===== config.mk =====
export PLATFORM = sky130hd
export DESIGN_NAME = phb_host_port
export DESIGN_NICKNAME = d
export VERILOG_FILES = /design/src/phb_pkg.sv /design/src/phb_fifo.sv /design/src/phb_host_port.sv
export SDC_FILE = /design/constraint.sdc
export NUM_CORES = 1
export LEC_CHECK = 0
export ABC_AREA = 1
export BUFFER_PORTS_ARGS = -buffer_cell sky130_fd_sc_hd__buf_4
export CAP_MARGIN = 10
export CORE_AREA = 5 5 228 230
export CTS_CLUSTER_SIZE = 24
export DETAILED_ROUTE_END_ITERATION = 8
export DIE_AREA = 0 0 233 235
export PLACE_DENSITY = 0.71
export SLEW_MARGIN = 30
export SYNTH_ARGS = -nofsm -noshare
export SYNTH_HDL_FRONTEND = slang
export SYNTH_HIERARCHICAL = 1
export SYNTH_SLANG_ARGS = --single-unit

===== constraint.sdc =====
create_clock -name i_core_clk -period 5.8 [get_ports i_core_clk]
set_clock_uncertainty 0.05 [all_clocks]
set_input_delay 0.87 -clock i_core_clk [delete_from_list [all_inputs] [get_ports i_core_clk]]
set_output_delay 0.87 -clock i_core_clk [all_outputs]
set_load 0.02 [all_outputs]

===== src/phb_pkg.sv =====
// package for the parallel host byte port: modes, widths, status bit layout
// assumes a single 40 MHz core clock domain
package phb_pkg;
  localparam int unsigned BUS_W         = 8;
  localparam int unsigned WORD_W        = 16;
  localparam int unsigned FIFO_DEPTH    = 32;
  localparam int unsigned CORE_CLK_MHZ  = 40;
  // status byte bit positions
  localparam int unsigned ST_IN_FULL    = 0;
  localparam int unsigned ST_OUT_EMPTY  = 1;
  localparam int unsigned ST_FIFO_EMPTY = 2;
  localparam int unsigned ST_FIFO_FULL  = 3;
  localparam int unsigned ST_MODE       = 4;
  localparam int unsigned ST_LANE       = 5;
  // reset values of the flags and of the bus drive byte
  localparam logic        RST_IN_FULL   = 1'b0;
  localparam logic        RST_OUT_EMPTY = 1'b1;
  localparam logic [7:0]  RST_BYTE      = 8'h00;
  typedef enum logic { PHB_MODE_STROBE_PAIR, PHB_MODE_RW_STROBE } phb_mode_e;
endpackage : phb_pkg


===== src/phb_fifo.sv =====
// synchronous fifo with valid/ready on both sides
// assumes one clock and an asynchronous active-high reset
`timescale 1ns/1ps
module phb_fifo #(
  parameter int unsigned WIDTH = 16,
  parameter int unsigned DEPTH = 32
) (
  input  wire logic             i_core_clk, // core clock
  input  wire logic             i_reset,    // async reset
  input  wire logic [WIDTH-1:0] i_wr_data,  // fill data
  input  wire logic             i_wr_valid, // fill request
  output logic                  o_wr_ready, // space available
  output logic      [WIDTH-1:0] o_rd_data,  // head word
  output logic                  o_rd_valid, // word available
  input  wire logic             i_rd_ready  // drain accept
);
  localparam int unsigned AW = $clog2(DEPTH);
  logic [WIDTH-1:0] mem [DEPTH];
  logic [AW-1:0]    wr_ptr_ff;
  logic [AW-1:0]    rd_ptr_ff;
  logic [AW:0]      count_ff;
  wire              do_wr = i_wr_valid && o_wr_ready;
  wire              do_rd = o_rd_valid && i_rd_ready;

  // honest flags from the count
  assign o_wr_ready = (count_ff != (AW+1)'(DEPTH)) ? 1'b1 : 1'b0;
  assign o_rd_valid = (count_ff != '0);
  assign o_rd_data  = mem[rd_ptr_ff];

  // storage write
  always_ff @(posedge i_core_clk) begin
    if (do_wr) mem[wr_ptr_ff] <= i_wr_data;
  end

  // pointers and occupancy
  always_ff @(posedge i_core_clk or posedge i_reset) begin
    if (i_reset) begin
      wr_ptr_ff <= '0;
      rd_ptr_ff <= '0;
      count_ff  <= '0;
    end else begin
      if (do_wr) wr_ptr_ff <= (wr_ptr_ff == AW'(DEPTH-1)) ? '0 : wr_ptr_ff + 1'b1;
      if (do_rd) rd_ptr_ff <= (rd_ptr_ff == AW'(DEPTH-1)) ? '0 : rd_ptr_ff + 1'b1;
      count_ff <= count_ff + (AW+1)'(do_wr) - (AW+1)'(do_rd);
    end
  end
endmodule : phb_fifo


===== src/phb_host_port.sv =====
// parallel host byte port: host byte bus in and out, flags, pin sharing
// assumes host pins are asynchronous (synchronised here); dsp side on i_core_clk
`timescale 1ns/1ps
module phb_host_port #(
  parameter int unsigned FIFO_DEPTH = phb_pkg::FIFO_DEPTH
) (
  input  wire logic        i_core_clk,          // 40 MHz core clock
  input  wire logic        i_reset,             // async reset, active high
  input  wire logic [7:0]  i_host_byte_bus,     // bus level from pins
  output logic      [7:0]  o_host_byte_bus,     // bus drive value
  output logic      [7:0]  o_host_byte_bus_oe_n,// drive enable, low drives
  input  wire logic        i_host_chip_select_n,// chip select, active low
  input  wire logic        i_byte_lane_select,  // 1 high byte, 0 low byte
  input  wire logic        i_status_select,     // 1 status, 0 data
  input  wire logic        i_input_strobe,      // write strobe / read-write-n
  input  wire logic        i_output_strobe,     // read strobe / data strobe
  output logic             o_input_full_flag,   // input full pin
  output logic             o_output_empty_flag, // output empty pin
  input  wire logic        i_rw_strobe_mode,    // 1 rw-strobe protocol
  input  wire logic        i_data_strobe_high,  // data strobe active high
  input  wire logic        i_full_or_empty,     // full pin carries or
  input  wire logic        i_serial2_pin_enable,// 1 pins to second serial port
  input  wire logic [3:0]  i_serial2_out,       // serial port drive, low pins
  input  wire logic [3:0]  i_serial2_oe_n,      // serial port enables
  input  wire logic [3:0]  i_bit_io_out,        // bit lines drive, high pins
  input  wire logic [3:0]  i_bit_io_oe_n,       // bit line enables
  output logic [15:0]      o_dsp_in_data,       // fifo head word to dsp
  output logic             o_dsp_in_valid,      // word waiting
  input  wire logic        i_dsp_in_read,       // dsp reads input buffer
  input  wire logic [15:0] i_dsp_out_data,      // dsp output word
  input  wire logic        i_dsp_out_write,     // dsp writes output buffer
  output logic             o_in_fifo_ready      // fifo can take a word
);
  // two-flop synchronisers for pins: cs, in strobe, out strobe, lane, stat
  logic [4:0] sync1_ff;
  logic [4:0] sync2_ff;
  logic [7:0] bus1_ff;
  logic [7:0] bus2_ff;
  logic [4:0] prev_ff;
  always_ff @(posedge i_core_clk or posedge i_reset) begin
    if (i_reset) begin
      sync1_ff <= 5'h1f;
      sync2_ff <= 5'h1f;
      bus1_ff  <= 8'h00;
      bus2_ff  <= 8'h00;
    end else begin
      sync1_ff <= {i_status_select, i_byte_lane_select, i_output_strobe,
                   i_input_strobe, i_host_chip_select_n};
      sync2_ff <= sync1_ff;
      bus1_ff  <= i_host_byte_bus;
      bus2_ff  <= bus1_ff;
    end
  end

  wire cs_n   = sync2_ff[0];
  wire istb   = sync2_ff[1];
  wire ostb   = sync2_ff[2];
  wire lane   = sync2_ff[3];
  wire stat   = sync2_ff[4];
  wire p_cs_n = prev_ff[0];
  wire p_istb = prev_ff[1];
  wire p_ostb = prev_ff[2];
  wire p_lane = prev_ff[3];

  // history for edge detection
  always_ff @(posedge i_core_clk or posedge i_reset) begin
    if (i_reset) prev_ff <= 5'h1f;
    else         prev_ff <= sync2_ff;
  end

  // port active only when pins given to the host port
  wire port_on = !i_serial2_pin_enable;
  // data strobe asserted level, polarity from software
  wire ds_act   = i_data_strobe_high ? ostb : !ostb;
  wire p_ds_act = i_data_strobe_high ? p_ostb : !p_ostb;
  // access active while selected: strobe-pair or rw-strobe form
  wire wr_act   = i_rw_strobe_mode ? (ds_act && !istb) : !istb;
  wire p_wr_act = i_rw_strobe_mode ? (p_ds_act && !p_istb) : !p_istb;
  wire rd_act   = i_rw_strobe_mode ? (ds_act && istb) : !ostb;
  wire p_rd_act = i_rw_strobe_mode ? (p_ds_act && p_istb) : !p_ostb;
  wire sel      = !cs_n && port_on;
  wire p_sel    = !p_cs_n && port_on;
  // end of access: strobe deasserts or select rises, whichever first
  wire wr_end   = p_sel && p_wr_act && !(sel && wr_act);
  wire rd_end   = p_sel && p_rd_act && !(sel && rd_act);
  wire rd_live  = sel && rd_act;

  // host data buffer: two byte lanes, bytes gathered in the latch
  logic [15:0] in_word_ff;
  logic        lo_seen_ff;
  logic        in_full_ff;
  logic        out_empty_ff;
  logic [15:0] out_word_ff;
  logic [7:0]  drv_ff;
  logic [7:0]  oe_n_ff;
  logic        fi_full_ff;
  logic        fo_empty_ff;

  // a word is pushed once both lanes are written, high byte last
  wire        push      = wr_end && p_lane && lo_seen_ff;
  wire        fifo_rdy;
  wire [15:0] push_word = {bus2_ff, in_word_ff[7:0]};

  // capture written byte into its lane
  always_ff @(posedge i_core_clk or posedge i_reset) begin
    if (i_reset) begin
      in_word_ff <= 16'h0000;
      lo_seen_ff <= 1'b0;
    end else if (wr_end) begin
      if (p_lane) in_word_ff[15:8] <= bus2_ff;
      else        in_word_ff[7:0]  <= bus2_ff;
      lo_seen_ff <= !p_lane;
    end
  end

  phb_fifo #(
    .WIDTH (phb_pkg::WORD_W),
    .DEPTH (FIFO_DEPTH)
  ) u_in_fifo (
    .i_core_clk (i_core_clk),
    .i_reset    (i_reset),
    .i_wr_data  (push_word),
    .i_wr_valid (push),
    .o_wr_ready (fifo_rdy),
    .o_rd_data  (o_dsp_in_data),
    .o_rd_valid (o_dsp_in_valid),
    .i_rd_ready (i_dsp_in_read)
  );

  // input full: set on capture, cleared by dsp read, set wins
  wire dsp_take = i_dsp_in_read && o_dsp_in_valid;
  always_ff @(posedge i_core_clk or posedge i_reset) begin
    if (i_reset)       in_full_ff <= phb_pkg::RST_IN_FULL;
    else if (wr_end)   in_full_ff <= 1'b1;
    else if (dsp_take) in_full_ff <= 1'b0;
  end

  // output empty: set after host read of high byte, cleared by dsp write
  wire rd_word_done = rd_end && p_lane && !stat;
  always_ff @(posedge i_core_clk or posedge i_reset) begin
    if (i_reset) begin
      out_empty_ff <= phb_pkg::RST_OUT_EMPTY;
      out_word_ff  <= 16'h0000;
    end else begin
      if (i_dsp_out_write) out_word_ff <= i_dsp_out_data;
      if (rd_word_done)         out_empty_ff <= 1'b1;
      else if (i_dsp_out_write) out_empty_ff <= 1'b0;
    end
  end
  // status byte and read data selection
  wire [7:0] status_byte = {2'b00, lane, i_rw_strobe_mode, !fifo_rdy,
                            !o_dsp_in_valid, out_empty_ff, in_full_ff};
  wire [7:0] data_byte   = lane ? out_word_ff[15:8] : out_word_ff[7:0];
  wire [7:0] read_byte   = stat ? status_byte : data_byte;

  // pin drive: host port when enabled, else serial low nibble, bit lines high
  wire [7:0] nxt_drv  = port_on ? read_byte : {i_bit_io_out, i_serial2_out};
  wire [7:0] nxt_oe_n = port_on ? {8{!rd_live}} : {i_bit_io_oe_n, i_serial2_oe_n};
  always_ff @(posedge i_core_clk or posedge i_reset) begin
    if (i_reset) begin
      drv_ff  <= phb_pkg::RST_BYTE;
      oe_n_ff <= 8'hff;
    end else begin
      drv_ff  <= nxt_drv;
      oe_n_ff <= nxt_oe_n;
    end
  end

  // flag pins, optional or of both flags
  wire nxt_full_pin = i_full_or_empty ? (in_full_ff || out_empty_ff) : in_full_ff;
  always_ff @(posedge i_core_clk or posedge i_reset) begin
    if (i_reset) begin
      fi_full_ff  <= phb_pkg::RST_IN_FULL;
      fo_empty_ff <= phb_pkg::RST_OUT_EMPTY;
    end else begin
      fi_full_ff  <= nxt_full_pin;
      fo_empty_ff <= out_empty_ff;
    end
  end
  logic rdy_ff;
  always_ff @(posedge i_core_clk or posedge i_reset) begin
    if (i_reset) rdy_ff <= 1'b0;
    else         rdy_ff <= fifo_rdy;
  end

  assign o_host_byte_bus      = drv_ff;
  assign o_host_byte_bus_oe_n = oe_n_ff;
  assign o_input_full_flag    = fi_full_ff;
  assign o_output_empty_flag  = fo_empty_ff;
  assign o_in_fifo_ready      = rdy_ff;

  // assertions
  property p_full_set;
    @(posedge i_core_clk) disable iff (i_reset) wr_end |=> in_full_ff;
  endproperty
  a_full_set: assert property (p_full_set) else $error("input full not set");
  property p_full_clr;
    @(posedge i_core_clk) disable iff (i_reset) (dsp_take && !wr_end) |=> !in_full_ff;
  endproperty
  a_full_clr: assert property (p_full_clr) else $error("input full not cleared");
  property p_empty_set;
    @(posedge i_core_clk) disable iff (i_reset) rd_word_done |=> out_empty_ff;
  endproperty
  a_empty_set: assert property (p_empty_set) else $error("output empty not set");
  property p_empty_clr;
    @(posedge i_core_clk) disable iff (i_reset) (i_dsp_out_write && !rd_word_done) |=> !out_empty_ff;
  endproperty
  a_empty_clr: assert property (p_empty_clr) else $error("output empty not cleared");
  property p_float;
    @(posedge i_core_clk) disable iff (i_reset) (port_on && !rd_live) |=> (o_host_byte_bus_oe_n == 8'hff);
  endproperty
  a_float: assert property (p_float) else $error("bus driven outside read");
  property p_cs_ignore;
    @(posedge i_core_clk) disable iff (i_reset) (cs_n && p_cs_n) |-> !(wr_end || rd_end);
  endproperty
  a_cs_ignore: assert property (p_cs_ignore) else $error("strobe seen without select");
  property p_or_pin;
    @(posedge i_core_clk) disable iff (i_reset)
      (i_full_or_empty && out_empty_ff) |=> o_input_full_flag;
  endproperty
  a_or_pin: assert property (p_or_pin) else $error("or option not on pin");
  property p_stat_out;
    @(posedge i_core_clk) disable iff (i_reset)
      (port_on && rd_live && stat) |=> (o_host_byte_bus[1:0] == $past({out_empty_ff, in_full_ff}));
  endproperty
  a_stat_out: assert property (p_stat_out) else $error("status byte wrong");

  // low lane takes the synchronised bus byte
  property p_lo_capture;
    @(posedge i_core_clk) disable iff (i_reset)
      (wr_end && !p_lane) |=> (in_word_ff[7:0] == $past(bus2_ff));
  endproperty
  a_lo_capture: assert property (p_lo_capture) else $error("low byte not captured");

  // high lane takes the synchronised bus byte
  property p_hi_capture;
    @(posedge i_core_clk) disable iff (i_reset)
      (wr_end && p_lane) |=> (in_word_ff[15:8] == $past(bus2_ff));
  endproperty
  a_hi_capture: assert property (p_hi_capture) else $error("high byte not captured");

  // high byte closes the pair
  property p_pair_clear;
    @(posedge i_core_clk) disable iff (i_reset)
      (wr_end && p_lane) |=> !lo_seen_ff;
  endproperty
  a_pair_clear: assert property (p_pair_clear) else $error("pair not closed");

  // data read of low lane drives the output word
  property p_data_lo;
    @(posedge i_core_clk) disable iff (i_reset)
      (port_on && rd_live && !stat && !lane) |=> (o_host_byte_bus == $past(out_word_ff[7:0]));
  endproperty
  a_data_lo: assert property (p_data_lo) else $error("low data byte wrong");

  // data read of high lane drives the output word
  property p_data_hi;
    @(posedge i_core_clk) disable iff (i_reset)
      (port_on && rd_live && !stat && lane) |=> (o_host_byte_bus == $past(out_word_ff[15:8]));
  endproperty
  a_data_hi: assert property (p_data_hi) else $error("high data byte wrong");

  // selected read drives every bus bit
  property p_drive_read;
    @(posedge i_core_clk) disable iff (i_reset)
      (port_on && rd_live) |=> (o_host_byte_bus_oe_n == 8'h00);
  endproperty
  a_drive_read: assert property (p_drive_read) else $error("bus not driven in read");

  // serial and bit lines own the pins when enabled
  property p_serial_pins;
    @(posedge i_core_clk) disable iff (i_reset)
      !port_on |=> (o_host_byte_bus_oe_n == $past({i_bit_io_oe_n, i_serial2_oe_n}));
  endproperty
  a_serial_pins: assert property (p_serial_pins) else $error("shared pin enables wrong");

  // no host access while pins are given away
  property p_serial_quiet;
    @(posedge i_core_clk) disable iff (i_reset)
      !port_on |-> !(wr_end || rd_end);
  endproperty
  a_serial_quiet: assert property (p_serial_quiet) else $error("access while pins shared");

  // input full holds without set or clear
  property p_full_hold;
    @(posedge i_core_clk) disable iff (i_reset)
      (!wr_end && !dsp_take) |=> (in_full_ff == $past(in_full_ff));
  endproperty
  a_full_hold: assert property (p_full_hold) else $error("input full changed alone");

  // output empty holds without set or clear
  property p_empty_hold;
    @(posedge i_core_clk) disable iff (i_reset)
      (!rd_word_done && !i_dsp_out_write) |=> (out_empty_ff == $past(out_empty_ff));
  endproperty
  a_empty_hold: assert property (p_empty_hold) else $error("output empty changed alone");

  // full pin follows the flag alone without the option
  property p_plain_pin;
    @(posedge i_core_clk) disable iff (i_reset)
      !i_full_or_empty |=> (o_input_full_flag == $past(in_full_ff));
  endproperty
  a_plain_pin: assert property (p_plain_pin) else $error("full pin not plain flag");

  // option still shows input full itself
  property p_or_full;
    @(posedge i_core_clk) disable iff (i_reset)
      (i_full_or_empty && in_full_ff) |=> o_input_full_flag;
  endproperty
  a_or_full: assert property (p_or_full) else $error("or option lost full");

  // empty pin follows its flag
  property p_empty_pin;
    @(posedge i_core_clk) disable iff (i_reset)
      1'b1 |=> (o_output_empty_flag == $past(out_empty_ff));
  endproperty
  a_empty_pin: assert property (p_empty_pin) else $error("empty pin not flag");

  // status byte upper fields: lane and protocol
  property p_status_hi;
    @(posedge i_core_clk) disable iff (i_reset)
      (port_on && rd_live && stat) |=> (o_host_byte_bus[5:4] == $past({lane, i_rw_strobe_mode}));
  endproperty
  a_status_hi: assert property (p_status_hi) else $error("status upper bits wrong");

  // bus floats while chip select is high
  property p_cs_float;
    @(posedge i_core_clk) disable iff (i_reset)
      (port_on && cs_n) |=> (o_host_byte_bus_oe_n == 8'hff);
  endproperty
  a_cs_float: assert property (p_cs_float) else $error("bus driven without select");
endmodule : phb_host_port


### After elaboration in Yosys (flattened, before gate mapping)

Memories as Yosys holds them, arrays and structs flattened.
Cells that the tools add are included.

* register bits after elaboration: 92
* latch bits: 0
* bits in writable memories: 512
* ROM bits: 0
* memories kept: 1

* add/sub/neg operators: 4
* multiply operators: 0
* div/mod/pow operators: 0
* order comparisons: 0
* equal/unequal tests: 3
* shifts and indexed selects: 0
* multiplexer cells: 20
* bitwise operators: 1
* reduce and logical (&&, ||, !) cells: 36

Memories
* u_in_fifo.mem: words 32, bits a word 16, read ports 1, clocked after Yosys merged registers in 0, write ports 1, line phb_fifo.sv:18 `logic [WIDTH-1:0] mem [DEPTH];`

Operators with widths (count)
* 8-bit two-way mux: 4
* 1-bit logical AND: 18
* 1-bit two-way mux: 14
* 1-bit zero test: 13
* 5-bit by 1-bit adder with 5-bit output, second input constant: 2
* 5-bit equality test, second input constant: 2
* 5-bit two-way mux: 2
* 6-bit by 1-bit adder with 6-bit output: 1
* 6-bit != test, second input constant: 1
* 6-bit nonzero test: 1
* 6-bit by 1-bit subtractor with 6-bit output: 1
* 2-bit nonzero test: 2
* 2-bit AND reduction: 1
* 1-bit logical OR: 1
* 1-bit NOT: 1

### Logic depth before layout (Yosys ltp)

Gate-level depths: netlist (run 1).

* depth after elaboration: 12
* depth in mapped cells: 16
* gate-level depth less buffers: 15

### Modules after synthesis

The synthesis (run 1) kept the hierarchy.

Modules (own cells, without submodules)
* phb_fifo: times used 1, cells each 2118, area each 22671.7 um2, seq. area each 15775.1 um2
* phb_host_port: times used 1, cells each 250, area each 2765.2 um2, seq. area each 1931.9 um2

### Worst setup path before layout (run 1)

Ideal clock, no wire load.

* path kind: in2reg
* start: in i_serial2_pin_enable
* end: mem u_in_fifo.mem[7][0], enable pin
* setup time: 409 ps
* arrival: 2798 ps
* data required time: 5341 ps
* slack: 2543 ps
* cell stages on the path: 8
* path buffers: 1
* cells stage by stage: buf_6 > clkinv_8 > nand3b_4 > nor2_8 > nand2_1 > nor2_1 > nand2_2 > nor3_1

* word-level cells in the longest chain between the ends: 10

RTL lines
* start, declared: line phb_host_port.sv:22 `input wire logic i_serial2_pin_enable,`
* 1-bit zero test (*): line phb_host_port.sv:72 `wire port_on = !i_serial2_pin_enable;`
* 1-bit logical AND: line phb_host_port.sv:81 `wire sel = !cs_n && port_on;`
* 1-bit logical AND: line phb_host_port.sv:84 `wire wr_end = p_sel && p_wr_act && !(sel && wr_act);`
* 1-bit zero test: line phb_host_port.sv:84
* 1-bit logical AND (*): line phb_host_port.sv:84
* 1-bit logical AND (*) (2 in a row): line phb_host_port.sv:100 `wire push = wr_end && p_lane && lo_seen_ff;`
* net push: line phb_host_port.sv:100
* 1-bit logical AND (*): line phb_fifo.sv:22 `wire do_wr = i_wr_valid && o_wr_ready;`
* 1-bit two-way mux (*): line phb_fifo.sv:32 `if (do_wr) mem[wr_ptr_ff] <= i_wr_data;`
* 1-bit two-way mux (implied by the code) (*): line phb_fifo.sv:32
* end, declared: line phb_fifo.sv:18

The timed path passes the listed nets; every way through them passes the cells marked *.

### Worst setup path after layout (run 1)

* start: reg u_in_fifo.rd_ptr_ff[0]
* end: out o_dsp_in_data[6]

* word-level cells in the longest chain between the ends: 1

RTL lines
* start, declared: line phb_fifo.sv:20 `logic [AW-1:0] rd_ptr_ff;`
* start signal, assigned: line phb_fifo.sv:43 `if (do_rd) rd_ptr_ff <= (rd_ptr_ff == AW'(DEPTH-1)) ? '0 : rd_ptr_ff + 1'b1;`
* memory read 32 x 16 bit
* end, declared: line phb_host_port.sv:27 `output logic [15:0] o_dsp_in_data,`

Every way passes these cells.

==> results.md, run 1 <==
* Drt pass-1 iters at 8
* Top post-synthesis cells by count: nand2_1, edfxtp_1, nand3_1, inv_1, nor2_1
* Initial cell density of the core at between 50% and 60%
* Main synth FF type: edfxtp_1
* Finished Cell Area at 28700 um2
* Setup violators final at 0
* Core Region at about 50000 um2
* Antenna-violating nets left at 0
* Critical path class: reg -> out
* Final min period at 4630 ps
* Clk buf depth at 3
* RSZ-0062 raised after global routing: false
* Clock-pin slew on the worst setup and hold paths at 60 ps
* Vias per cell at roughly 5.4
* Worst r2r src: sync2_ff[2]
* Worst hold path class: in -> async
* Synthesized netlist cell count at about 2400
* Post-Syn Area at around 25000 um2
* Share of cells above drive strength 1 at between 10% and 20%
* Pins over their slew limit at 0
* #FFs+latches synth at 604
* Global route total overflow at 0
* R2r endpoint: u_in_fifo/mem[0][2]
* Ports at between 80 and 90
* CP Capture Point: o_dsp_in_data[6]
* Worst path required time at ~5000 ps
* Nature of the critical path endpoint: output pin
* Crit-path slowest cell: dfrtp_4
* Worst endpoint data arrival time at approximately 3700 ps
* Synth area leaders: edfxtp_1, nand2_1, dfrtp_1
* Synthesized area per cell at between 10 and 15 um2
* H-tree levels at 2
* Area Overhead vs Synth at 12.8%
* CTS tree: built
* Cell count of the worst reg-to-reg path at 11
* R2r setup slk at around 2400 ps
* Placed Area at 26800 um2
* Tightest Pin Transition at around 980 ps
* Vias in the first global route at between 15000 and 20000
* Syn nets at between 2000 and 2500
* Final GP Congestion at a little under 0.9
* Worst relative slew slack at 34.6%
* Final hold viol count at 0
* Post-synth EDFFs at between 500 and 600
* CP cell instances: inv_6, buf_12, nand2_1, nand3_1, nand3_1, nand3_1, nand2_1, nand2_1, inv_1, buf_4
* Critical Path Max Stage Delay at between 700 and 800 ps
* Pwr dens at 438 nW/um2
* CP Launch Type: flop
* Clock Sinks at 604
* Util after Layout at a little under 60%
* Distinct cell type count after synthesis at 37
* TritonCTS buffer count at just under 60
* Outcome: completed
* FFs w/ async S/R, synth at approximately 15%
* Final period util at roughly 80%
* WL final at approximately 60000 um
* Final HPWL DP at approximately 35000 um
* Root Driver: clkbuf_16
* Worst-skew pair later-pin latency at a little over 600 ps
* Leakage power at around 0.012 uW
* Critical path launch point: u_in_fifo/rd_ptr_ff[0]
* Yosys warning count at 6
* I/O Buffers at 88
* # DRC at 0
* Via count at about 17000
* Setup TNS at 0 ps
* # Max-Cap Violations at 0
* Hold Buf Count CTS at 0
* Wirelength per Cell at around 20 um
* # resized after CTS at 0
* Peak supply drop at roughly 0.33 mV
* CP top delay family: buffers and inverters
* Initial antenna violation count at 0
* Post-route setup slack at approximately 1200 ps
* WP depth at 10
* Final #Nets at between 2000 and 3000
* Placed insts at 3067
* Rows at slightly above 80
* Die width at 233 um
* Seq/Total Area, Yosys at just under 70%
* Most frequent cell after synthesis: nand2_1
* Max Freq at between 0.2 and 0.25 GHz
* Top fanout value on the critical path at roughly 110
* First-pass GRT wire length at around 95000 um
* Largest net degree at the start of global routing at 124
* Top cell type's share of synthesized area at between 60% and 70%
* Dominant cell type by area after synthesis: edfxtp_1
* Dpl ws at 1900 ps
* Initial DRC Count at 1782
* Ant. Diodes at 0
* Die ar. at ~55000 um2
* Post CTS Setup Buffer Count at 0
* Final instance count without filler cells at 3177
* CP Buf/Inv Count at 4
* Die height at around 240 um
* Gr usage total at ~22%
[worst min path at each step]
| stage | endpoint | slack [ps] | start | cells past startpoint |
|---|---|---|---|---|
| floorplan | bus2_ff[0] | 280 | bus1_ff[0] | 0 |
| finish | out_word_ff[3] | 100 | i_reset | 2 |
| global placement | bus2_ff[7] | 280 | bus1_ff[7] | 0 |
| CTS | out_word_ff[3] | 70 | i_reset | 2 |
| global route | out_word_ff[3] | 100 | i_reset | 2 |
| detailed placement | bus2_ff[0] | 290 | bus1_ff[0] | 0 |
[area by class of cell]
type / count / area [um2]
Clock buffer: 78 / 1630
Clock inverter: 31 / 270
Fill cell: 4047 / 21000
Inverter: 299 / 1150
Multi-Input combinational cell: 1354 / 6010
Sequential cell: 604 / 17700
Tap cell: 672 / 841
Timing Repair Buffer: 139 / 1080
[metal layers]
metal / GRT usage (%) / vias to the layer above / part of all wire [%]
met5: 0 / - / 0
met3: 3.78 / 121 / 8.7
met4: 7.34 / 0 / 3.4
li1: - / 7955 / -
met2: 36.0 / 828 / 48
met1: 31.4 / 8201 / 40
[registers in the layout, indices dropped and copies added (netlist names)]
signal,count
o_in_fifo_ready,1
u_in_fifo/mem,512
bus1_ff,8
out_word_ff,16
lo_seen_ff,1
o_input_full_flag,1
in_full_ff,1
out_empty_ff,1
in_word_ff,8
u_in_fifo/count_ff,6
o_host_byte_bus,8
sync2_ff,5
o_output_empty_flag,1
bus2_ff,8
sync1_ff,5
u_in_fifo/rd_ptr_ff,5
o_host_byte_bus_oe_n,8
u_in_fifo/wr_ptr_ff,5
prev_ff,4
[metrics by stage]
stage	hold slack, ps	power (uW)
after floorplan	281	7610
after global placement	282	8770
after detailed placement	286	8840
after CTS	69.2	12600
after global routing	96.3	13200
final	98.3	12600
[cells by family after synthesis]
| family | after synthesis | synth area share (%) |
|---|---|---|
| and+or+nand+nor | 1249 | 20.5 |
| DFF | 604 | 69.6 |
| buffers and inverters | 410 | 6.95 |
| AOI/OAI and AO/OA | 84 | 1.91 |
| adders and majority gates | 17 | 0.866 |
| xor gates and xnor gates | 4 | 0.138 |
[placed cells by master, fill, tap and decap left out, types with 3 or more instances in the layout]
| cell type | n |
|---|---|
| buf_4 | 136 |
| xor2_1 | 3 |
| nand4_1 | 11 |
| nor2_2 | 3 |
| dfstp_2 | 24 |
| o221ai_1 | 4 |
| clkbuf_16 | 60 |
| ha_1 | 16 |
| clkinv_8 | 3 |
| clkbuf_1 | 12 |
| clkbuf_8 | 6 |
| edfxtp_1 | 512 |
| nand2_1 | 819 |
| nor3_2 | 3 |
| o21ai_0 | 24 |
| a21oi_1 | 35 |
| nand2_2 | 3 |
| buf_12 | 3 |
| nor2_1 | 72 |
| o211ai_1 | 18 |
| nand3_1 | 321 |
| bufinv_16 | 4 |
| nor2_4 | 4 |
| clkinv_2 | 14 |
| nor3_1 | 4 |
| inv_1 | 290 |
| clkinv_1 | 13 |
| dfrtp_2 | 7 |
| dfrtp_1 | 59 |
[power breakdown]
group | leakage [uW] | switching, uW | internal [uW]
combinational | 0.00539 | 2470 | 1060
clock | 0.000942 | 1600 | 2150
sequential | 0.00568 | 336 | 4940
total | 0.0120 | 4410 | 8160
No activity file was read; power rests on OpenSTA's default activity.
==> run 2: changes to the inputs <==
--- a/config.mk
+++ b/config.mk
@@ -5,14 +5,14 @@
 export SDC_FILE = /design/constraint.sdc
 export NUM_CORES = 1
 export LEC_CHECK = 0
-export ABC_AREA = 1
+export ABC_AREA = 0
 export BUFFER_PORTS_ARGS = -buffer_cell sky130_fd_sc_hd__buf_4
 export CAP_MARGIN = 10
-export CORE_AREA = 5 5 228 230
+export CORE_AREA = 5 5 218 220
 export CTS_CLUSTER_SIZE = 24
 export DETAILED_ROUTE_END_ITERATION = 8
-export DIE_AREA = 0 0 233 235
-export PLACE_DENSITY = 0.71
+export DIE_AREA = 0 0 223 225
+export PLACE_DENSITY = 0.74
 export SLEW_MARGIN = 30
 export SYNTH_ARGS = -nofsm -noshare
 export SYNTH_HDL_FRONTEND = slang
==> constraint.sdc (replaced) <==
create_clock -name i_core_clk -period 4.1 [get_ports i_core_clk]
set_clock_uncertainty 0.05 [all_clocks]
set_input_delay 0.615 -clock i_core_clk [delete_from_list [all_inputs] [get_ports i_core_clk]]
set_output_delay 0.615 -clock i_core_clk [all_outputs]
set_load 0.02 [all_outputs]
==> run 2 against run 1 <==
Critical path depth shrank 4. Synthesized cell count decreased by 50%. Sequential power is 42% higher. Critical path type unchanged. Global-route usage shrank 2.9 points. Combinational power rose by 13%. Total power increased by 32%. Die area is 8.4% lower. Highest routed layer unchanged. Register-to-register slack lost 1400 ps. Via count is 32% lower. Sequential cell count unchanged. Synthesized area down 8.3%. Final cell count down 38%.
==> results.md, run 2 <==
* Leakage power at a little over 0.009 uW
* Final min period at between 3000 and 4000 ps
* Final hold viol count at 0
* Worst relative slew slack at 42.1%
* # resized after CTS at 0
* Distinct cell type count after synthesis at between 50 and 60
* CTS tree: built
* CP cell instances: buf_4, mux4_2, a22o_1, a2111oi_2, a21oi_1, buf_4
* Worst-skew pair later-pin latency at 590 ps
* Synth area leaders: edfxtp_1, mux4_2, dfrtp_1
* Final GP Congestion at a little under 0.8
* Post-synth EDFFs at just over 500
* WL final at between 40000 and 50000 um
* Gr usage total at between 10% and 20%
* Largest net degree at the start of global routing at 66
* Clk buf depth at 3
* Core Region at 45100 um2
* Final period util at between 90 and 100%
* Initial cell density of the core at between 50% and 60%
* Worst endpoint data arrival time at about 3200 ps
* Vias per cell at 5.93
* Max Freq at 0.257 GHz
* Worst hold path class: in -> async
* Drt pass-1 iters at 5
* Global route total overflow at 0
* Antenna-violating nets left at 0
* First-pass GRT wire length at about 74000 um
* Crit-path slowest cell: dfrtp_4
* Die width at ~220 um
* TritonCTS buffer count at between 50 and 60
* Final HPWL DP at about 29000 um
* Most frequent cells in the layout: edfxtp_1, buf_4, mux4_2
* Peak supply drop at approximately 0.43 mV
* I/O Buffers at 88
* Critical path class: reg -> out
* Synthesized area per cell at 19.8 um2
* Pwr dens at ~620 nW/um2
* Tightest Pin Transition at between 800 and 900 ps
* Max reg flops at about 510
* Main synth FF type: edfxtp_1
* #FFs+latches synth at 604
* Via count at 11700
* Initial DRC Count at between 1000 and 1500
* Dominant cell type by area after synthesis: edfxtp_1
* Register with the most flip-flops: u_in_fifo/mem
* Clock Sinks at ~600
* CP most frequent cell: buf_4
* Yosys warning count at 6
* Area Overhead vs Synth at 14.8%
* RSZ-0062 raised after global routing: false
* Setup TNS at 0 ps
* Tot Pwr at 16600 uW
* Syn nets at approximately 1200
* Largest regs: u_in_fifo/mem (512), out_word_ff (16)
* Die ar. at roughly 50000 um2
* Outcome: completed
* Root Driver: clkbuf_16
* Clock-pin slew on the worst setup and hold paths at roughly 60 ps
* FFs w/ async S/R, synth at 15.2%
* Top post-synthesis cells by count: edfxtp_1, mux4_2, dfrtp_1, mux2i_1, a21oi_1
* CP Launch Type: flop
* H-tree levels at 2
* Rows at a little under 80
* Synthesized netlist cell count at about 1200
* Share of cells above drive strength 1 at 29.9%
* Most frequent cell after synthesis: edfxtp_1
* Worst path required time at 3430 ps
* Nature of the critical path endpoint: output pin
* # DRC at 0
* Final #Nets at roughly 1400
* Pins over their slew limit at 0
* Hold Slack at between 70 and 80 ps
* Post-Syn Area at between 20000 and 25000 um2
* Ports at between 80 and 90
* Most common cell after layout, fill and taps aside: edfxtp_1
* Seq/Total Area, Yosys at approximately three quarters
* # Max-Cap Violations at 0
* Top fanout value on the critical path at 28
* Wirelength per Cell at about 25 um
* Critical Path Max Stage Delay at between 700 and 800 ps
* Top cell type's share of synthesized area at about two thirds
* Die height at 225 um
* Vias in the first global route at around 12000
* Initial antenna violation count at 0
* Setup violators final at 0
## run 2: cell types whose count changed after synthesis, moves of 12 or more
cell | previous run | this run
a21oi_1 | 35 | 49
a22o_1 | 0 | 15
a22oi_1 | 0 | 16
buf_2 | 59 | 7
inv_1 | 292 | 27
mux2_2 | 0 | 19
mux2i_1 | 0 | 67
mux4_2 | 0 | 92
nand2_1 | 820 | 27
nand3_1 | 321 | 7
nor2_1 | 76 | 48
o211ai_1 | 18 | 0
o221ai_1 | 4 | 16
o22ai_1 | 0 | 17
## run 2: layout make-up
cell class	instances	area, um2
Antenna cell	2	5.00
Tap cell	600	751
Timing Repair Buffer	151	1210
Multi-Input combinational cell	484	5170
Inverter	28	106
Clock inverter	33	267
Clock buffer	71	1530
Fill cell	3203	18300
Sequential cell	604	17700
## run 2: worst max-delay path, delay by kind of cell (launching register included)
kind | cells | cell delay (ps)
DFF | 1 | 710
buffers and inverters | 2 | 670
muxes | 1 | 370
AOI/OAI and AO/OA | 3 | 870
## run 2: metal layers
layer  part of all wire, %  vias up  track usage (%)
li1                      -     5061                -
met1                    41     6092             27.9
met2                    48      483             30.5
met3                   9.2       64             5.13
met4                   2.0        0             4.96
met5                     0        -                0
## run 2: logic make-up after synthesis
| family | share of synthesized area, % |
|---|---|
| compound gates | 4.89 |
| simple gates | 2.29 |
| fa+ha+maj | 0.944 |
| mux | 13.8 |
| xor+xnor | 0.188 |
| buf+inv | 2.04 |
| flops | 75.9 |
## run 2: report_power, final
group	total, uW	internal, uW	switching (uW)	leakage [uW]
registers	7510	7030	485	0.00565
clock network	5050	2900	2150	0.000889
logic	3990	1770	2220	0.00272
total	16600	11700	4860	0.00926
## run 2: final timing paths
check | start | to | slack, ps | cells past startpoint
min in group i_core_clk | i_host_byte_bus[3] | bus1_ff[3] | 80 | 1
hold / removal | i_reset | o_host_byte_bus[2] | 80 | 2
hold reg to reg | bus1_ff[0] | bus2_ff[0] | 300 | 0
max in group asynchronous | i_reset | o_host_byte_bus_oe_n[2] | 2990 | 3
setup reg to reg | prev_ff[2] | u_in_fifo/count_ff[5] | 990 | 13
setup / recovery | u_in_fifo/rd_ptr_ff[2] | o_dsp_in_data[13] | 210 | 6
## run 2: metrics by stage
| step | worst slack [ps] | area, um2 | util [%] | instances |
|---|---|---|---|---|
| after floorplan | 818 | 23300 | - | 1177 |
| after global placement | 652 | 24900 | 55.2 | 1865 |
| after detailed placement | 655 | 24900 | 55.2 | 1865 |
| after CTS | 129 | 26700 | 59.2 | 1969 |
| after global routing | 58.4 | 26800 | 59.4 | 1971 |
| final | 215 | 26800 | 59.4 | 1973 |
## run 2: repair_timing
action | 4_1_cts | 5_1_grt
setup buffers | 0 | 2
setup endpoints to repair | 0 | 2
hold buffers | 0 | 0
